**config.mk**
```make
export PLATFORM = sky130hd
export DESIGN_NAME = param_bank
export DESIGN_NICKNAME = d
export VERILOG_FILES = /design/src/core/param_bank_pkg.sv /design/src/core/param_bank.sv /design/src/core/param_store.sv /design/src/core/gear_ratio_check.sv
export SDC_FILE = /design/constraint.sdc
export NUM_CORES = 2
export LEC_CHECK = 0
export ABC_AREA = 0
export BUFFER_PORTS_ARGS = -buffer_cell sky130_fd_sc_hd__clkbuf_2
export CORE_MARGIN = 8
export CORE_UTILIZATION = 57
export CTS_CLUSTER_SIZE = 20
export DETAILED_ROUTE_END_ITERATION = 8
export PLACE_DENSITY = 0.89
export SETUP_SLACK_MARGIN = 0.4
export SYNTH_ARGS = -nofsm -noshare
export SYNTH_HDL_FRONTEND = slang
export SYNTH_SLANG_ARGS = --single-unit
```
**constraint.sdc**
```tcl
create_clock -name mclk -period 8.1 [get_ports mclk]
set_clock_uncertainty 0.2 [all_clocks]
set_input_delay 1.62 -clock mclk [delete_from_list [all_inputs] [get_ports mclk]]
set_output_delay 1.62 -clock mclk [all_outputs]
set_load 0.02 [all_outputs]
```
**src/core/param_bank_pkg.sv**
```systemverilog
// shared constants, codes and carrier types of the parameter bank
package param_bank_pkg;

    // bus and field widths
    localparam int ADDR_W  = 12;
    localparam int DATA_W  = 32;
    localparam int PARAM_W = 16;

    // byte offsets of the basic group and of the event registers
    localparam logic [ADDR_W-1:0] OFS_LOCK    = 12'h000;
    localparam logic [ADDR_W-1:0] OFS_STYLE   = 12'h004;
    localparam logic [ADDR_W-1:0] OFS_REGEN   = 12'h008;
    localparam logic [ADDR_W-1:0] OFS_POSSYS  = 12'h00c;
    localparam logic [ADDR_W-1:0] OFS_TOP     = 12'h010;
    localparam logic [ADDR_W-1:0] OFS_BOTTOM  = 12'h014;
    localparam logic [ADDR_W-1:0] OFS_STATUS  = 12'h040;
    localparam logic [ADDR_W-1:0] OFS_MASK    = 12'h044;

    // address fields: group select and word index inside a group
    localparam int GRP_LSB = 8;
    localparam int IDX_LSB = 2;
    localparam int IDX_W   = 4;
    localparam logic [1:0] GRP_BASIC = 2'h0;
    localparam logic [1:0] GRP_GAIN  = 2'h1;
    localparam logic [1:0] GRP_EXT   = 2'h2;
    localparam logic [1:0] GRP_IO    = 2'h3;

    // write lock codes
    localparam logic [PARAM_W-1:0] LOCK_BASIC_ONLY = 16'h0000;
    localparam logic [PARAM_W-1:0] LOCK_NO_IO      = 16'h000b;
    localparam logic [PARAM_W-1:0] LOCK_ALL        = 16'h000c;
    localparam logic [PARAM_W-1:0] LOCK_RO_BASIC   = 16'h100b;
    localparam logic [PARAM_W-1:0] LOCK_RO_ALL     = 16'h100c;

    // reset values
    localparam logic [PARAM_W-1:0] LOCK_RST   = 16'h000c;
    localparam logic [PARAM_W-1:0] STYLE_RST  = 16'h0000;
    localparam logic [PARAM_W-1:0] REGEN_RST  = 16'h0000;
    localparam logic [PARAM_W-1:0] POSSYS_RST = 16'h0000;
    localparam logic [PARAM_W-1:0] GEAR_RST   = 16'h0001;

    // command style and position system codes
    localparam logic STYLE_POINT_TABLE = 1'b0;
    localparam logic STYLE_INDEXER     = 1'b1;
    localparam logic POS_INCREMENTAL   = 1'b0;
    localparam logic POS_ABSOLUTE      = 1'b1;

    // electronic gear limits
    localparam logic [PARAM_W-1:0] GEAR_MIN      = 16'h0001;
    localparam logic [PARAM_W-1:0] GEAR_MAX      = 16'h4000;
    localparam logic [31:0]        GEAR_PROD_MAX = 32'h0001_86a0;
    localparam logic [15:0]        GEAR_RATIO    = 16'h270f;

    // event status bits
    localparam int EVT_W         = 2;
    localparam int EVT_REGEN_BIT = 0;
    localparam int EVT_GEAR_BIT  = 1;

    // power-cycle qualified basic settings
    typedef struct packed {
        logic [PARAM_W-1:0] writeLockCode;
        logic [PARAM_W-1:0] commandStyle;
        logic [PARAM_W-1:0] regenOption;
        logic [PARAM_W-1:0] absoluteSelect;
        logic [PARAM_W-1:0] gearTop;
        logic [PARAM_W-1:0] gearBottom;
    } params_t;

    // per-group reference and write permission
    typedef struct packed {
        logic [3:0] readOk;
        logic [3:0] writeOk;
        logic       lockOnly;
    } access_t;

    // bus answer sequence
    typedef enum logic [1:0] {BUS_IDLE, BUS_WAIT, BUS_DONE} bus_state_t;

endpackage

```
**src/core/param_bank.sv**
```systemverilog
// servo parameter bank with write lock, basic setup fields and apb access
// Notes on behaviour
// - starred settings act only after power restore
// - lock comes up at 000Ch, groups writable
// - writes to locked groups are rejected
// - 0000h basic only; 000Bh all but i/o
// - 000Ch all; 100Bh/100Ch read-only except lock
// - command style: 0 point table, 1 indexer
// - invalid regenerative option raises parameter fault
// - position system 1 selects absolute detection
// - position system 0 incremental, reset state
// - gear numerator 1 to 16384, reset 1
// - gear denominator 1 to 16384, reset 1
// - gear product or ratio out raises fault
//
// Design decisions made here: the APB register port and the address map.
`timescale 1ns/10ps
`default_nettype none
module param_bank
    import param_bank_pkg::*;
#(
    parameter int               DEPTH       = 16,
    parameter logic [15:0]      REGEN_VALID = 16'h0001
) (
    // clock, reset, enable
    input  wire logic                        mclk,
    input  wire logic                        rst_n,
    input  wire logic                        ce,
    // apb slave
    input  wire logic                        psel,
    input  wire logic                        penable,
    input  wire logic                        pwrite,
    input  wire logic [param_bank_pkg::ADDR_W-1:0] paddr,
    input  wire logic [param_bank_pkg::DATA_W-1:0] pwdata,
    input  wire logic [3:0]                  pstrb,
    output logic [param_bank_pkg::DATA_W-1:0] prdata,
    output logic                             pready,
    output logic                             pslverr,
    // power restore strobe
    input  wire logic                        powerRestore,
    // settings in force
    output param_bank_pkg::params_t          activeParams,
    output logic                             indexerMode,
    output logic                             absoluteMode,
    // fault and interrupt
    output logic                             paramFault,
    output logic                             irq
);
    import param_bank_pkg::*;

    localparam int MEM_AW = IDX_W + 2;

    typedef struct packed {
        bus_state_t        bus;
        logic              pready;
        logic              pslverr;
        logic [DATA_W-1:0] prdata;
        params_t           stored;
        params_t           active;
        logic              checkPending;
        logic [EVT_W-1:0]  status;
        logic [EVT_W-1:0]  mask;
        logic              fault;
        logic              irq;
        logic              indexer;
        logic              absolute;
    } bank_t;

    localparam params_t PARAMS_RST = '{
        writeLockCode:  LOCK_RST,
        commandStyle:   STYLE_RST,
        regenOption:    REGEN_RST,
        absoluteSelect: POSSYS_RST,
        gearTop:        GEAR_RST,
        gearBottom:     GEAR_RST
    };

    localparam bank_t BANK_RST = '{
        bus:          BUS_IDLE,
        pready:       1'b0,
        pslverr:      1'b0,
        prdata:       '0,
        stored:       PARAMS_RST,
        active:       PARAMS_RST,
        checkPending: 1'b0,
        status:       '0,
        mask:         '0,
        fault:        1'b0,
        irq:          1'b0,
        indexer:      1'b0,
        absolute:     1'b0
    };

    bank_t st;
    bank_t next_st;

    access_t            acc;
    logic [1:0]         grp;
    logic [IDX_W-1:0]   idx;
    logic               inRange;
    logic               isBasicReg;
    logic               isEvtReg;
    logic               isMemGrp;
    logic               readAllowed;
    logic               writeAllowed;
    logic               valueOk;
    logic [PARAM_W-1:0] oldValue;
    logic [PARAM_W-1:0] newValue;
    logic [DATA_W-1:0]  readValue;
    logic               complete;
    logic               memWrEn;
    logic [MEM_AW-1:0]  memAddr;
    logic [PARAM_W-1:0] memRdData;
    logic               gearBad;
    logic               regenBad;
    logic [EVT_W-1:0]   evtSet;

    // merge the two low byte lanes into a 16-bit parameter
    function automatic logic [PARAM_W-1:0] mergeLanes(
        input logic [PARAM_W-1:0] old,
        input logic [DATA_W-1:0]  data,
        input logic [3:0]         strb
    );
        logic [PARAM_W-1:0] res;
        res = old;
        if (strb[0]) begin
            res[7:0] = data[7:0];
        end
        if (strb[1]) begin
            res[15:8] = data[15:8];
        end
        return res;
    endfunction

    // permissions follow the lock code now in force
    always_comb begin
        acc = '{readOk: 4'h1, writeOk: 4'h1, lockOnly: 1'b0};
        case (st.active.writeLockCode)
            LOCK_BASIC_ONLY: acc = '{readOk: 4'h1, writeOk: 4'h1, lockOnly: 1'b0};
            LOCK_NO_IO:      acc = '{readOk: 4'h7, writeOk: 4'h7, lockOnly: 1'b0};
            LOCK_ALL:        acc = '{readOk: 4'hf, writeOk: 4'hf, lockOnly: 1'b0};
            LOCK_RO_BASIC:   acc = '{readOk: 4'h1, writeOk: 4'h0, lockOnly: 1'b1};
            LOCK_RO_ALL:     acc = '{readOk: 4'hf, writeOk: 4'h0, lockOnly: 1'b1};
            default:         acc = '{readOk: 4'h1, writeOk: 4'h1, lockOnly: 1'b0};
        endcase
    end

    // address fields of the current request
    assign grp      = paddr[GRP_LSB+1:GRP_LSB];
    assign idx      = paddr[IDX_LSB+IDX_W-1:IDX_LSB];
    assign inRange  = (paddr[ADDR_W-1:GRP_LSB+2] == '0) && (paddr[1:0] == 2'h0);
    assign isMemGrp = inRange && (grp != GRP_BASIC)
                    && (paddr[GRP_LSB-1:IDX_LSB+IDX_W] == '0);
    assign memAddr  = MEM_AW'({grp - 2'h1, idx});

    // basic register decode and stored value
    always_comb begin
        isBasicReg = 1'b1;
        isEvtReg   = 1'b0;
        oldValue   = '0;
        if (!inRange) begin
            isBasicReg = 1'b0;
        end else if (paddr == OFS_LOCK) begin
            oldValue = st.stored.writeLockCode;
        end else if (paddr == OFS_STYLE) begin
            oldValue = st.stored.commandStyle;
        end else if (paddr == OFS_REGEN) begin
            oldValue = st.stored.regenOption;
        end else if (paddr == OFS_POSSYS) begin
            oldValue = st.stored.absoluteSelect;
        end else if (paddr == OFS_TOP) begin
            oldValue = st.stored.gearTop;
        end else if (paddr == OFS_BOTTOM) begin
            oldValue = st.stored.gearBottom;
        end else if (paddr == OFS_STATUS || paddr == OFS_MASK) begin
            isBasicReg = 1'b0;
            isEvtReg   = 1'b1;
        end else begin
            isBasicReg = 1'b0;
        end
    end

    // value written, and its range check
    always_comb begin
        newValue = mergeLanes(oldValue, pwdata, pstrb);
        valueOk  = 1'b1;
        if (paddr == OFS_TOP || paddr == OFS_BOTTOM) begin
            valueOk = (newValue >= GEAR_MIN) && (newValue <= GEAR_MAX);
        end
    end

    // permission of the request against its group
    always_comb begin
        readAllowed  = 1'b0;
        writeAllowed = 1'b0;
        if (isEvtReg) begin
            readAllowed  = 1'b1;
            writeAllowed = 1'b1;
        end else if (isBasicReg) begin
            readAllowed  = acc.readOk[GRP_BASIC];
            writeAllowed = (acc.writeOk[GRP_BASIC] && valueOk)
                         || (acc.lockOnly && paddr == OFS_LOCK);
        end else if (isMemGrp) begin
            readAllowed  = acc.readOk[grp];
            writeAllowed = acc.writeOk[grp];
        end
    end

    // read data; groups hidden by the lock read as zero
    always_comb begin
        readValue = '0;
        if (isEvtReg) begin
            if (paddr == OFS_STATUS) begin
                readValue = DATA_W'(st.status);
            end else begin
                readValue = DATA_W'(st.mask);
            end
        end else if (isBasicReg && readAllowed) begin
            readValue = DATA_W'(oldValue);
        end else if (isMemGrp && readAllowed) begin
            readValue = DATA_W'(memRdData);
        end else begin
            readValue = '0;
        end
    end

    // transfer completes at the edge that sees pready
    assign complete = psel && penable && st.pready && (st.bus == BUS_DONE);
    assign memWrEn  = complete && pwrite && isMemGrp && writeAllowed;

    // fault sources of the settings in force
    assign regenBad = (st.active.regenOption[PARAM_W-1:4] != '0)
                    || !REGEN_VALID[st.active.regenOption[3:0]];

    // events found one cycle after the settings take over
    assign evtSet = st.checkPending ? {gearBad, regenBad} : '0;

    // bus sequence, register writes, power restore and events
    always_comb begin
        next_st = st;
        next_st.pready  = 1'b0;
        next_st.pslverr = 1'b0;
        case (st.bus)
            BUS_IDLE: begin
                if (psel && !penable) begin
                    next_st.bus = BUS_WAIT;
                end
            end
            BUS_WAIT: begin
                next_st.bus     = BUS_DONE;
                next_st.pready  = 1'b1;
                next_st.prdata  = pwrite ? '0 : readValue;
                next_st.pslverr = pwrite ? !writeAllowed
                                         : !(isBasicReg || isEvtReg || isMemGrp);
            end
            BUS_DONE: begin
                next_st.bus = BUS_IDLE;
            end
            default: begin
                next_st.bus = BUS_IDLE;
            end
        endcase

        // register writes take effect only on completion
        if (complete && pwrite && writeAllowed && isBasicReg) begin
            if (paddr == OFS_LOCK) begin
                next_st.stored.writeLockCode = newValue;
            end else if (paddr == OFS_STYLE) begin
                next_st.stored.commandStyle = newValue;
            end else if (paddr == OFS_REGEN) begin
                next_st.stored.regenOption = newValue;
            end else if (paddr == OFS_POSSYS) begin
                next_st.stored.absoluteSelect = newValue;
            end else if (paddr == OFS_TOP) begin
                next_st.stored.gearTop = newValue;
            end else begin
                next_st.stored.gearBottom = newValue;
            end
        end

        // mask write and write-one-to-clear status; a new event wins
        next_st.status = st.status | evtSet;
        if (complete && pwrite && paddr == OFS_MASK && pstrb[0]) begin
            next_st.mask = pwdata[EVT_W-1:0]; // event bits sit in byte lane 0
        end
        if (complete && pwrite && paddr == OFS_STATUS && pstrb[0]) begin
            next_st.status = (st.status & ~pwdata[EVT_W-1:0]) | evtSet;
        end

        // stored settings come into force only at power restore
        next_st.checkPending = 1'b0;
        if (powerRestore) begin
            next_st.active       = st.stored;
            next_st.checkPending = 1'b1;
        end

        // decoded modes and fault level of the settings in force
        next_st.indexer  = (st.active.commandStyle[0] == STYLE_INDEXER);
        next_st.absolute = (st.active.absoluteSelect[0] == POS_ABSOLUTE);
        next_st.fault    = regenBad || gearBad;
        next_st.irq      = |(next_st.status & next_st.mask);
    end

    // state register, frozen while the enable is low
    always_ff @(posedge mclk) begin
        if (!rst_n) begin
            st <= BANK_RST;
        end else if (ce) begin
            st <= next_st;
        end
    end

    // group memory for gain/filter, extension and i/o words
    param_store #(
        .GROUPS (3),
        .DEPTH  (DEPTH),
        .WIDTH  (PARAM_W),
        .AW     (MEM_AW)
    ) u_store (
        .mclk   (mclk),
        .rst_n  (rst_n),
        .ce     (ce),
        .wrEn   (memWrEn),
        .wrAddr (memAddr),
        .wrData (pwdata[PARAM_W-1:0]),
        .rdAddr (memAddr),
        .rdData (memRdData)
    );

    // gear pair check on the settings in force
    gear_ratio_check u_gear (
        .gearTop    (st.active.gearTop),
        .gearBottom (st.active.gearBottom),
        .gearBad    (gearBad)
    );

    // outputs straight from the state register
    assign prdata       = st.prdata;
    assign pready       = st.pready;
    assign pslverr      = st.pslverr;
    assign activeParams = st.active;
    assign indexerMode  = st.indexer;
    assign absoluteMode = st.absolute;
    assign paramFault   = st.fault;
    assign irq          = st.irq;
endmodule
`default_nettype wire

```
**src/core/param_store.sv**
```systemverilog
// word memory for the gain/filter, extension and i/o parameter groups
`timescale 1ns/10ps
`default_nettype none
module param_store #(
    parameter int GROUPS = 3,
    parameter int DEPTH  = 16,
    parameter int WIDTH  = 16,
    parameter int AW     = 6
) (
    // clock, reset, enable
    input  wire logic          mclk,
    input  wire logic          rst_n,
    input  wire logic          ce,
    // write port
    input  wire logic          wrEn,
    input  wire logic [AW-1:0] wrAddr,
    input  wire logic [WIDTH-1:0] wrData,
    // read port, registered
    input  wire logic [AW-1:0] rdAddr,
    output logic [WIDTH-1:0]   rdData
);
    typedef struct packed {
        logic [GROUPS*DEPTH-1:0][WIDTH-1:0] words;
        logic [WIDTH-1:0]                   rdData;
    } store_t;

    store_t st;
    store_t next_st;

    // write one word, read the addressed word into the output register
    always_comb begin
        next_st = st;
        if (wrEn) begin
            next_st.words[wrAddr] = wrData;
        end
        next_st.rdData = st.words[rdAddr];
    end

    // contents clear at reset, hold while disabled
    always_ff @(posedge mclk) begin
        if (!rst_n) begin
            st <= '0;
        end else if (ce) begin
            st <= next_st;
        end
    end

    assign rdData = st.rdData;
endmodule
`default_nettype wire

```
**src/core/gear_ratio_check.sv**
```systemverilog
// range check of the electronic gear pair
`timescale 1ns/10ps
`default_nettype none
module gear_ratio_check
    import param_bank_pkg::*;
(
    // gear pair
    input  wire logic [PARAM_W-1:0] gearTop,
    input  wire logic [PARAM_W-1:0] gearBottom,
    // verdict
    output logic                    gearBad
);
    logic [31:0] product;
    logic [31:0] topLimit;
    logic [31:0] bottomLimit;

    // product and both ratio bounds in 32 bits
    assign product     = 32'(gearTop) * 32'(gearBottom);
    assign topLimit    = 32'(GEAR_RATIO) * 32'(gearBottom);
    assign bottomLimit = 32'(GEAR_RATIO) * 32'(gearTop);

    // bad when a value is zero, product too big or ratio out of range
    assign gearBad = (gearTop == '0) || (gearBottom == '0)
                   || (product > GEAR_PROD_MAX)
                   || (32'(gearTop) > topLimit)
                   || (32'(gearBottom) > bottomLimit);
endmodule
`default_nettype wire

```
**After elaboration in Yosys (flattened, before gate mapping)**

Memory sizes are Yosys's and may differ from the RTL's. A register that Yosys moved wholly into a read port is not among the register bits.
Index checks and enable logic that the tools add are counted.
Widths: inputs -> output; s select.

- Reduce and logical (&&, ||, !) cells: 57
- Add/subtract/negate cells: 1
- $lt $le $gt $ge: 9
- Equality and inequality tests: 14
- Multiply operators: 3
- Bitwise operators: 10
- Mux-type cells: 57

Operators by type and width:

| operator | number |
|---|---|
| $bwmux 768 | 1 |
| $mux 16 | 11 |
| $bmux 16 s6 | 1 |
| $demux 16 s6 | 1 |
| $mux 32 | 2 |
| $gt 16x30->1 | 2 |
| $mul 14x16->30 const A | 2 |
| $pmux 9 s4 | 1 |
| $mux 34 | 1 |
| $eq 16x13->1 const B | 2 |
| $eq 16x4->1 const B | 2 |
| $gt 32x17->1 const B | 1 |
| $logic_not 16->1 | 2 |
| $mul 16x16->32 | 1 |
| $mux 1 | 27 |
| $eq 12x4->1 const B | 2 |
| $eq 12x5->1 const B | 2 |
| $eq 12x7->1 const B | 2 |
| $logic_and 1x1->1 | 22 |
| $ge 16x1->1 const B | 1 |
| $le 16x15->1 const B | 1 |
| $mux 8 | 2 |
| $reduce_and 7->1 | 2 |
| $eq 12x3->1 const B | 1 |
| 28 further kinds | 59 |

- Flip-flop bits (word level): 1021
- ROM bits: 16
- Memories kept: 1
- Bits of input ports: 55

Memory list:

| memory | depth | width | read ports | clocked after memory_dff | wr ports | line | source |
|---|---|---|---|---|---|---|---|
| (no name shown) | 16 | 1 | 1 | 1 | 0 | param_bank.sv:233 | `\|\| !REGEN_VALID[st.active.regenOption[3:0]];` |

**Logic depth before layout (Yosys ltp)**

- Depth in word-level cells: 19
- Mapped depth: 32

**Modules after synthesis**

A second synthesis with hierarchy kept.

- Cell total of the unflattened synthesis: 6748
- Area total of the unflattened synthesis: 65651.7 um^2

Modules (own cells, without submodules):

| module | cells an instance | instances | area each (um^2) | seq. area each (um^2) |
|---|---|---|---|---|
| param_store | 3241 | 1 | 36622.6 | 15695.1 |
| gear_ratio_check | 2211 | 1 | 18597.8 | 0.0 |
| param_bank | 1296 | 1 | 10431.3 | 4444.3 |

**Least setup slack after synthesis**

No wires, ideal clock.

- Path type: register to register
- Start point: reg st, in the netlist activeParams[21]
- End point: reg st, in the netlist irq
- Stages on the path, launching flop included: 27
- Path slack: 581 ps
- Arrival time: 7245 ps
- Buffers on the path: 1
- Cells stage by stage: dfxtp_1 > clkbuf_1 > clkinv_1 > fa_1 > inv_1 > ha_1 > inv_1 > fa_1 > fa_1 > inv_1 > fa_1 > fa_1 > ha_1 > a21oi_1 > or2_2 > xor2_1 > ha_1 > o21a_1 > o21ai_0 > nor3_1 > nand4_1 > a2111oi_0 > nand3_1 > or4_1 > nor4_1 > a41oi_1 > o21ai_0

- Longest elaborated chain between the ends: 10

RTL lines:

| item | line | source |
|---|---|---|
| start, declared | param_bank.sv:94 | `bank_t st;` |
| start signal, assigned | param_bank.sv:309 | `st <= next_st;` |
| $mul 16x16->32 or $logic_not 16->1 (tied branches) | gear_ratio_check.sv:18, gear_ratio_check.sv:23 |  |
| $gt 32x17->1 or $logic_or 1x1->1 (tied branches) | gear_ratio_check.sv:24, gear_ratio_check.sv:23 |  |
| $logic_or 1x1->1 | gear_ratio_check.sv:24 | `\|\| (product > GEAR_PROD_MAX)` |
| $logic_or 1x1->1 | gear_ratio_check.sv:25 | `\|\| (32'(gearTop) > topLimit)` |
| $logic_or 1x1->1 * | gear_ratio_check.sv:26 | `\|\| (32'(gearBottom) > bottomLimit);` |
| $mux 2 * | param_bank.sv:236 | `assign evtSet = st.checkPending ? {gearBad, regenBad} : '0;` |
| $or 2x2->2 (on tied branches) | param_bank.sv:282, param_bank.sv:287 |  |
| $mux 2 * | param_bank.sv:286 | `if (complete && pwrite && paddr == OFS_STATUS && pstrb[0]) begin` |
| $and 2x2->2 * | param_bank.sv:301 | `next_st.irq = \|(next_st.status & next_st.mask);` |
| $reduce_or 2->1 * | param_bank.sv:301 |  |

Mark *: on every way between the ends. The rest lies on a longest branch, timed or not.
A chain may end at the register's enable or synchronous reset.

**Worst setup path in the final report**

- Start point: reg st, in the netlist activeParams[5]
- End point: reg st, in the netlist paramFault

- Longest elaborated chain between the ends: 6

RTL lines:

| item | line | source |
|---|---|---|
| $mul 16x16->32 or $logic_not 16->1 (tied branches) | gear_ratio_check.sv:18, gear_ratio_check.sv:23 |  |
| $gt 32x17->1 or $logic_or 1x1->1 (tied branches) | gear_ratio_check.sv:24, gear_ratio_check.sv:23 |  |
| $logic_or 1x1->1 | gear_ratio_check.sv:24 |  |
| $logic_or 1x1->1 | gear_ratio_check.sv:25 |  |
| $logic_or 1x1->1 * | gear_ratio_check.sv:26 |  |
| $logic_or 1x1->1 * | param_bank.sv:300 | `next_st.fault = regenBad \|\| gearBad;` |

Marked as above.

==> impl_metrics.json <==
{
  "finalCriticalPeriod_ns": 7.44,
  "clock_path_buffers": 3,
  "track_usage_pct": 31.2,
  "dieArea_um2": 122000,
  "power_frac_seq_pct": 47.6,
  "cts_tree": "done",
  "switching_power_w": 0.00252,
  "intPower_w": 0.00791,
  "syn_area_um2": 63100,
  "drt_first_pass_iters": 7,
  "synth_top_family_by_area": "adder cells",
  "setup_viol": 0,
  "final_hold_viol_count": 0,
  "hold_buffers": 0,
  "die_h_um": 349,
  "yosysMostFrequentCell": "nand2_1",
  "pwr-share-clk_pct": 47.1,
  "critPathKind": "register to register",
  "route.detailed.drc": 0,
  "ant_nets": 0,
  "cts-root-buf": "clkbuf_16",
  "avgViaCountPerCell": 6.41,
  "p_leak_nw": 27.4,
  "nets": 7744,
  "grt-ovfl-total": 0,
  "yosys_warnings": 0,
  "cp.required_ns": 8.50,
  "synth_top_area_cell": "dfxtp_1",
  "yosys.area.top_type_share_pct": 31.9,
  "path_clk_slew_ns": 0.06,
  "area_growth_pct": 7.67,
  "status": "finished, final reports clean",
  "seq_area_frac_synth_pct": 31.9,
  "finalCritPeriodShare_pct": 91.9,
  "endpoint_kind": "register",
  "start_util_pct": 57.2,
  "synth_edf_count": 0,
  "cts_buffers": 97,
  "synthTopCellsByArea": "dfxtp_1 32%, fa_1 11%, mux4_2 8.6%, ha_1 7.7%, nand2_1 6.4%",
  "cap_violations": 0,
  "met2_usage_pct": 48.9,
  "portBuffers": 154,
  "post_synth_num_cell_types": 84,
  "synth_flop_cell": "dfxtp_1",
  "p_total_w": 0.0104,
  "h-tree-depth": 3,
  "yosys.area_share.simple_pct": 15.2,
  "yosys-top-cells-count": "1083 x nand2_1, 1006 x dfxtp_1, 740 x a21oi_1",
  "fmax_mhz": 134,
  "synth-xor-area-share_pct": 0.680,
  "power_density_nw_per_um2": 153,
  "comb_power_share_pct": 5.3,
  "p_sw_share_pct": 24.1,
  "fp-row-count": 122,
  "grt_max_degree": 259,
  "min_path_type": "register to register",
  "worst_pin_slew_ns": 1.40,
  "gr-usage-met3_pct": 8.11,
  "slew_violations": 0,
  "busiest_layer": "met2",
  "path_common_cell": "fa_1",
  "crit_slowest_cell": "fa_1",
  "async_flop_share_pct": 0,
  "grt_pass1_vias": 54800,
  "routedWlPerCell_um": 23.0,
  "dp_hpwl_um": 132000,
  "clk_latency_ns": 0.69,
  "n_fill_cell": 8386,
  "ys_ff_latch": 1006,
  "antenna_found_initial": 3,
  "drive_above_1_share_pct": 12.0,
  "synth_compound_area_share_pct": 12.2,
  "vias": 54700,
  "critical_path.max_stage_delay_ns": 0.56,
  "ir_worst_vdd_v": 0.000177,
  "cp-start-kind": "register",
  "ioPinCount": 189,
  "syn_inst": 7166,
  "relSlewSlack_pct": 6.92,
  "synth.mux.area_fraction_pct": 13.0,
  "clock-sinks": 1006,
  "gr-usage-met1_pct": 38.3,
  "drt_iter0_drc": 7539,
  "grt_setup_unrepaired": "no",
  "gp_congestion": 0.993,
  "fp.coreArea_um2": 110000,
  "postRouteWirelength_um": 197000,
  "die_x_um": 349,
  "fin_tns_setup_ns": 0,
  "arrival_ns": 7.84,
  "critPathMaxFanout": 5,
  "grt_pass1_wl_um": 304000,
  "avgSynthCellArea_um2": 8.80,
  "synthAdderAreaFrac_pct": 18.4
}
-- stage by stage --
step / instance area (um^2) / util (%) / hold slack [ns] / std cells / setup slack (ns)
after floorplan: 63200 / - / 0.233 / 7181 / 0.581
after global placement: 64200 / 58.2 / 0.238 / 8345 / 0.174
after detailed placement: 64200 / 58.2 / 0.243 / 8345 / 0.0948
after CTS: 67700 / 61.4 / 0.254 / 8526 / 0.406
after global routing: 67900 / 61.6 / 0.268 / 8534 / 0.359
final: 67900 / 61.6 / 0.253 / 8537 / 0.657
-- layout make-up --
cell class	count	area, um^2	share of cell area [%]
multi-input cells	4910	37900	55.8
flip-flops and latches	1006	20200	29.7
clock buffers	133	2770	4.07
repair buffers	350	2340	3.45
inverters	599	2270	3.34
well taps	1488	1860	2.74
clock inverters	48	654	0.963
diodes	3	7.51	0.0111
-- cells by family after synthesis --
kind of cell / count (synthesis)
other: 1
xor gates and xnor gates: 49
buffers and inverters: 1265
muxes: 519
adders and majority gates: 725
and+or+nand+nor: 2239
DFF: 1006
AOI/OAI and AO/OA: 1362
-- sequential cells by signal (all words and copies together), names as in the netlist, named ones only --
signal	cells
indexerMode	1
prdata	16
u_store.rdData	16
st	103
pready	1
pslverr	1
paramFault	1
irq	1
activeParams	96
u_store.st	768
absoluteMode	1
-- what timing repair did --
item,CTS,global route
gates resized for setup,16,51
buffers inserted,0,8
pin swaps,4,19
endpoints found under the setup margin,3,3
-- path summary, 6_finish.rpt --
kind / start / to / slack, ns / cells after the start
worst max register to register: activeParams[5] / paramFault / 0.66 / 30
worst max-delay path: activeParams[5] / paramFault / 0.66 / 30
worst min register to register: u_store.st[584] / u_store.st[584] / 0.25 / 2
worst min-delay path: u_store.st[584] / u_store.st[584] / 0.25 / 2
-- routing by layer --
layer,routed length [um],share of wire (%),vias up
met5,0,0,-
li1,-,-,23800
met1,69200,35,26100
met4,13900,7.1,0
met3,25300,13,913
met2,88300,45,3938
-- power by group through the flow --
stage               Sequential [W]  Clock, W  Combinational [W]
global route               0.00496   0.00510           0.000569
global placement           0.00507         0           0.000516
detailed placement         0.00507         0           0.000524
floorplan                  0.00507         0           0.000364
CTS                        0.00496   0.00489           0.000527
finish                     0.00496   0.00491           0.000553
-- layout by cell type, fill, tap and decap left out, drive strengths merged, types with 42 or more instances in the layout --
cell | synthesis | final
nand2 | 1086 | 1086
dfxtp | 1006 | 1006
a21oi | 740 | 740
inv | 586 | 589
nor2 | 541 | 541
nand3 | 403 | 403
ha | 387 | 387
fa | 338 | 338
o21ai | 309 | 309
clkbuf | 404 | 284
mux2i | 271 | 271
mux4 | 241 | 241
buf | 262 | 199
a211oi | 74 | 74
nor3 | 42 | 42
-- worst max-delay path: cells and delay by family (launching register included) --
family / cells / cell delay [ns]
flip-flops: 1 / 0.33
buffers and inverters: 7 / 0.75
AO/OA/AOI/OAI: 7 / 1.49
AND/OR/NAND/NOR: 7 / 1.19
XOR/XNOR: 1 / 0.13
adder cells (fa/ha/maj): 8 / 3.26
No activity file was read; power rests on OpenSTA's default activity.
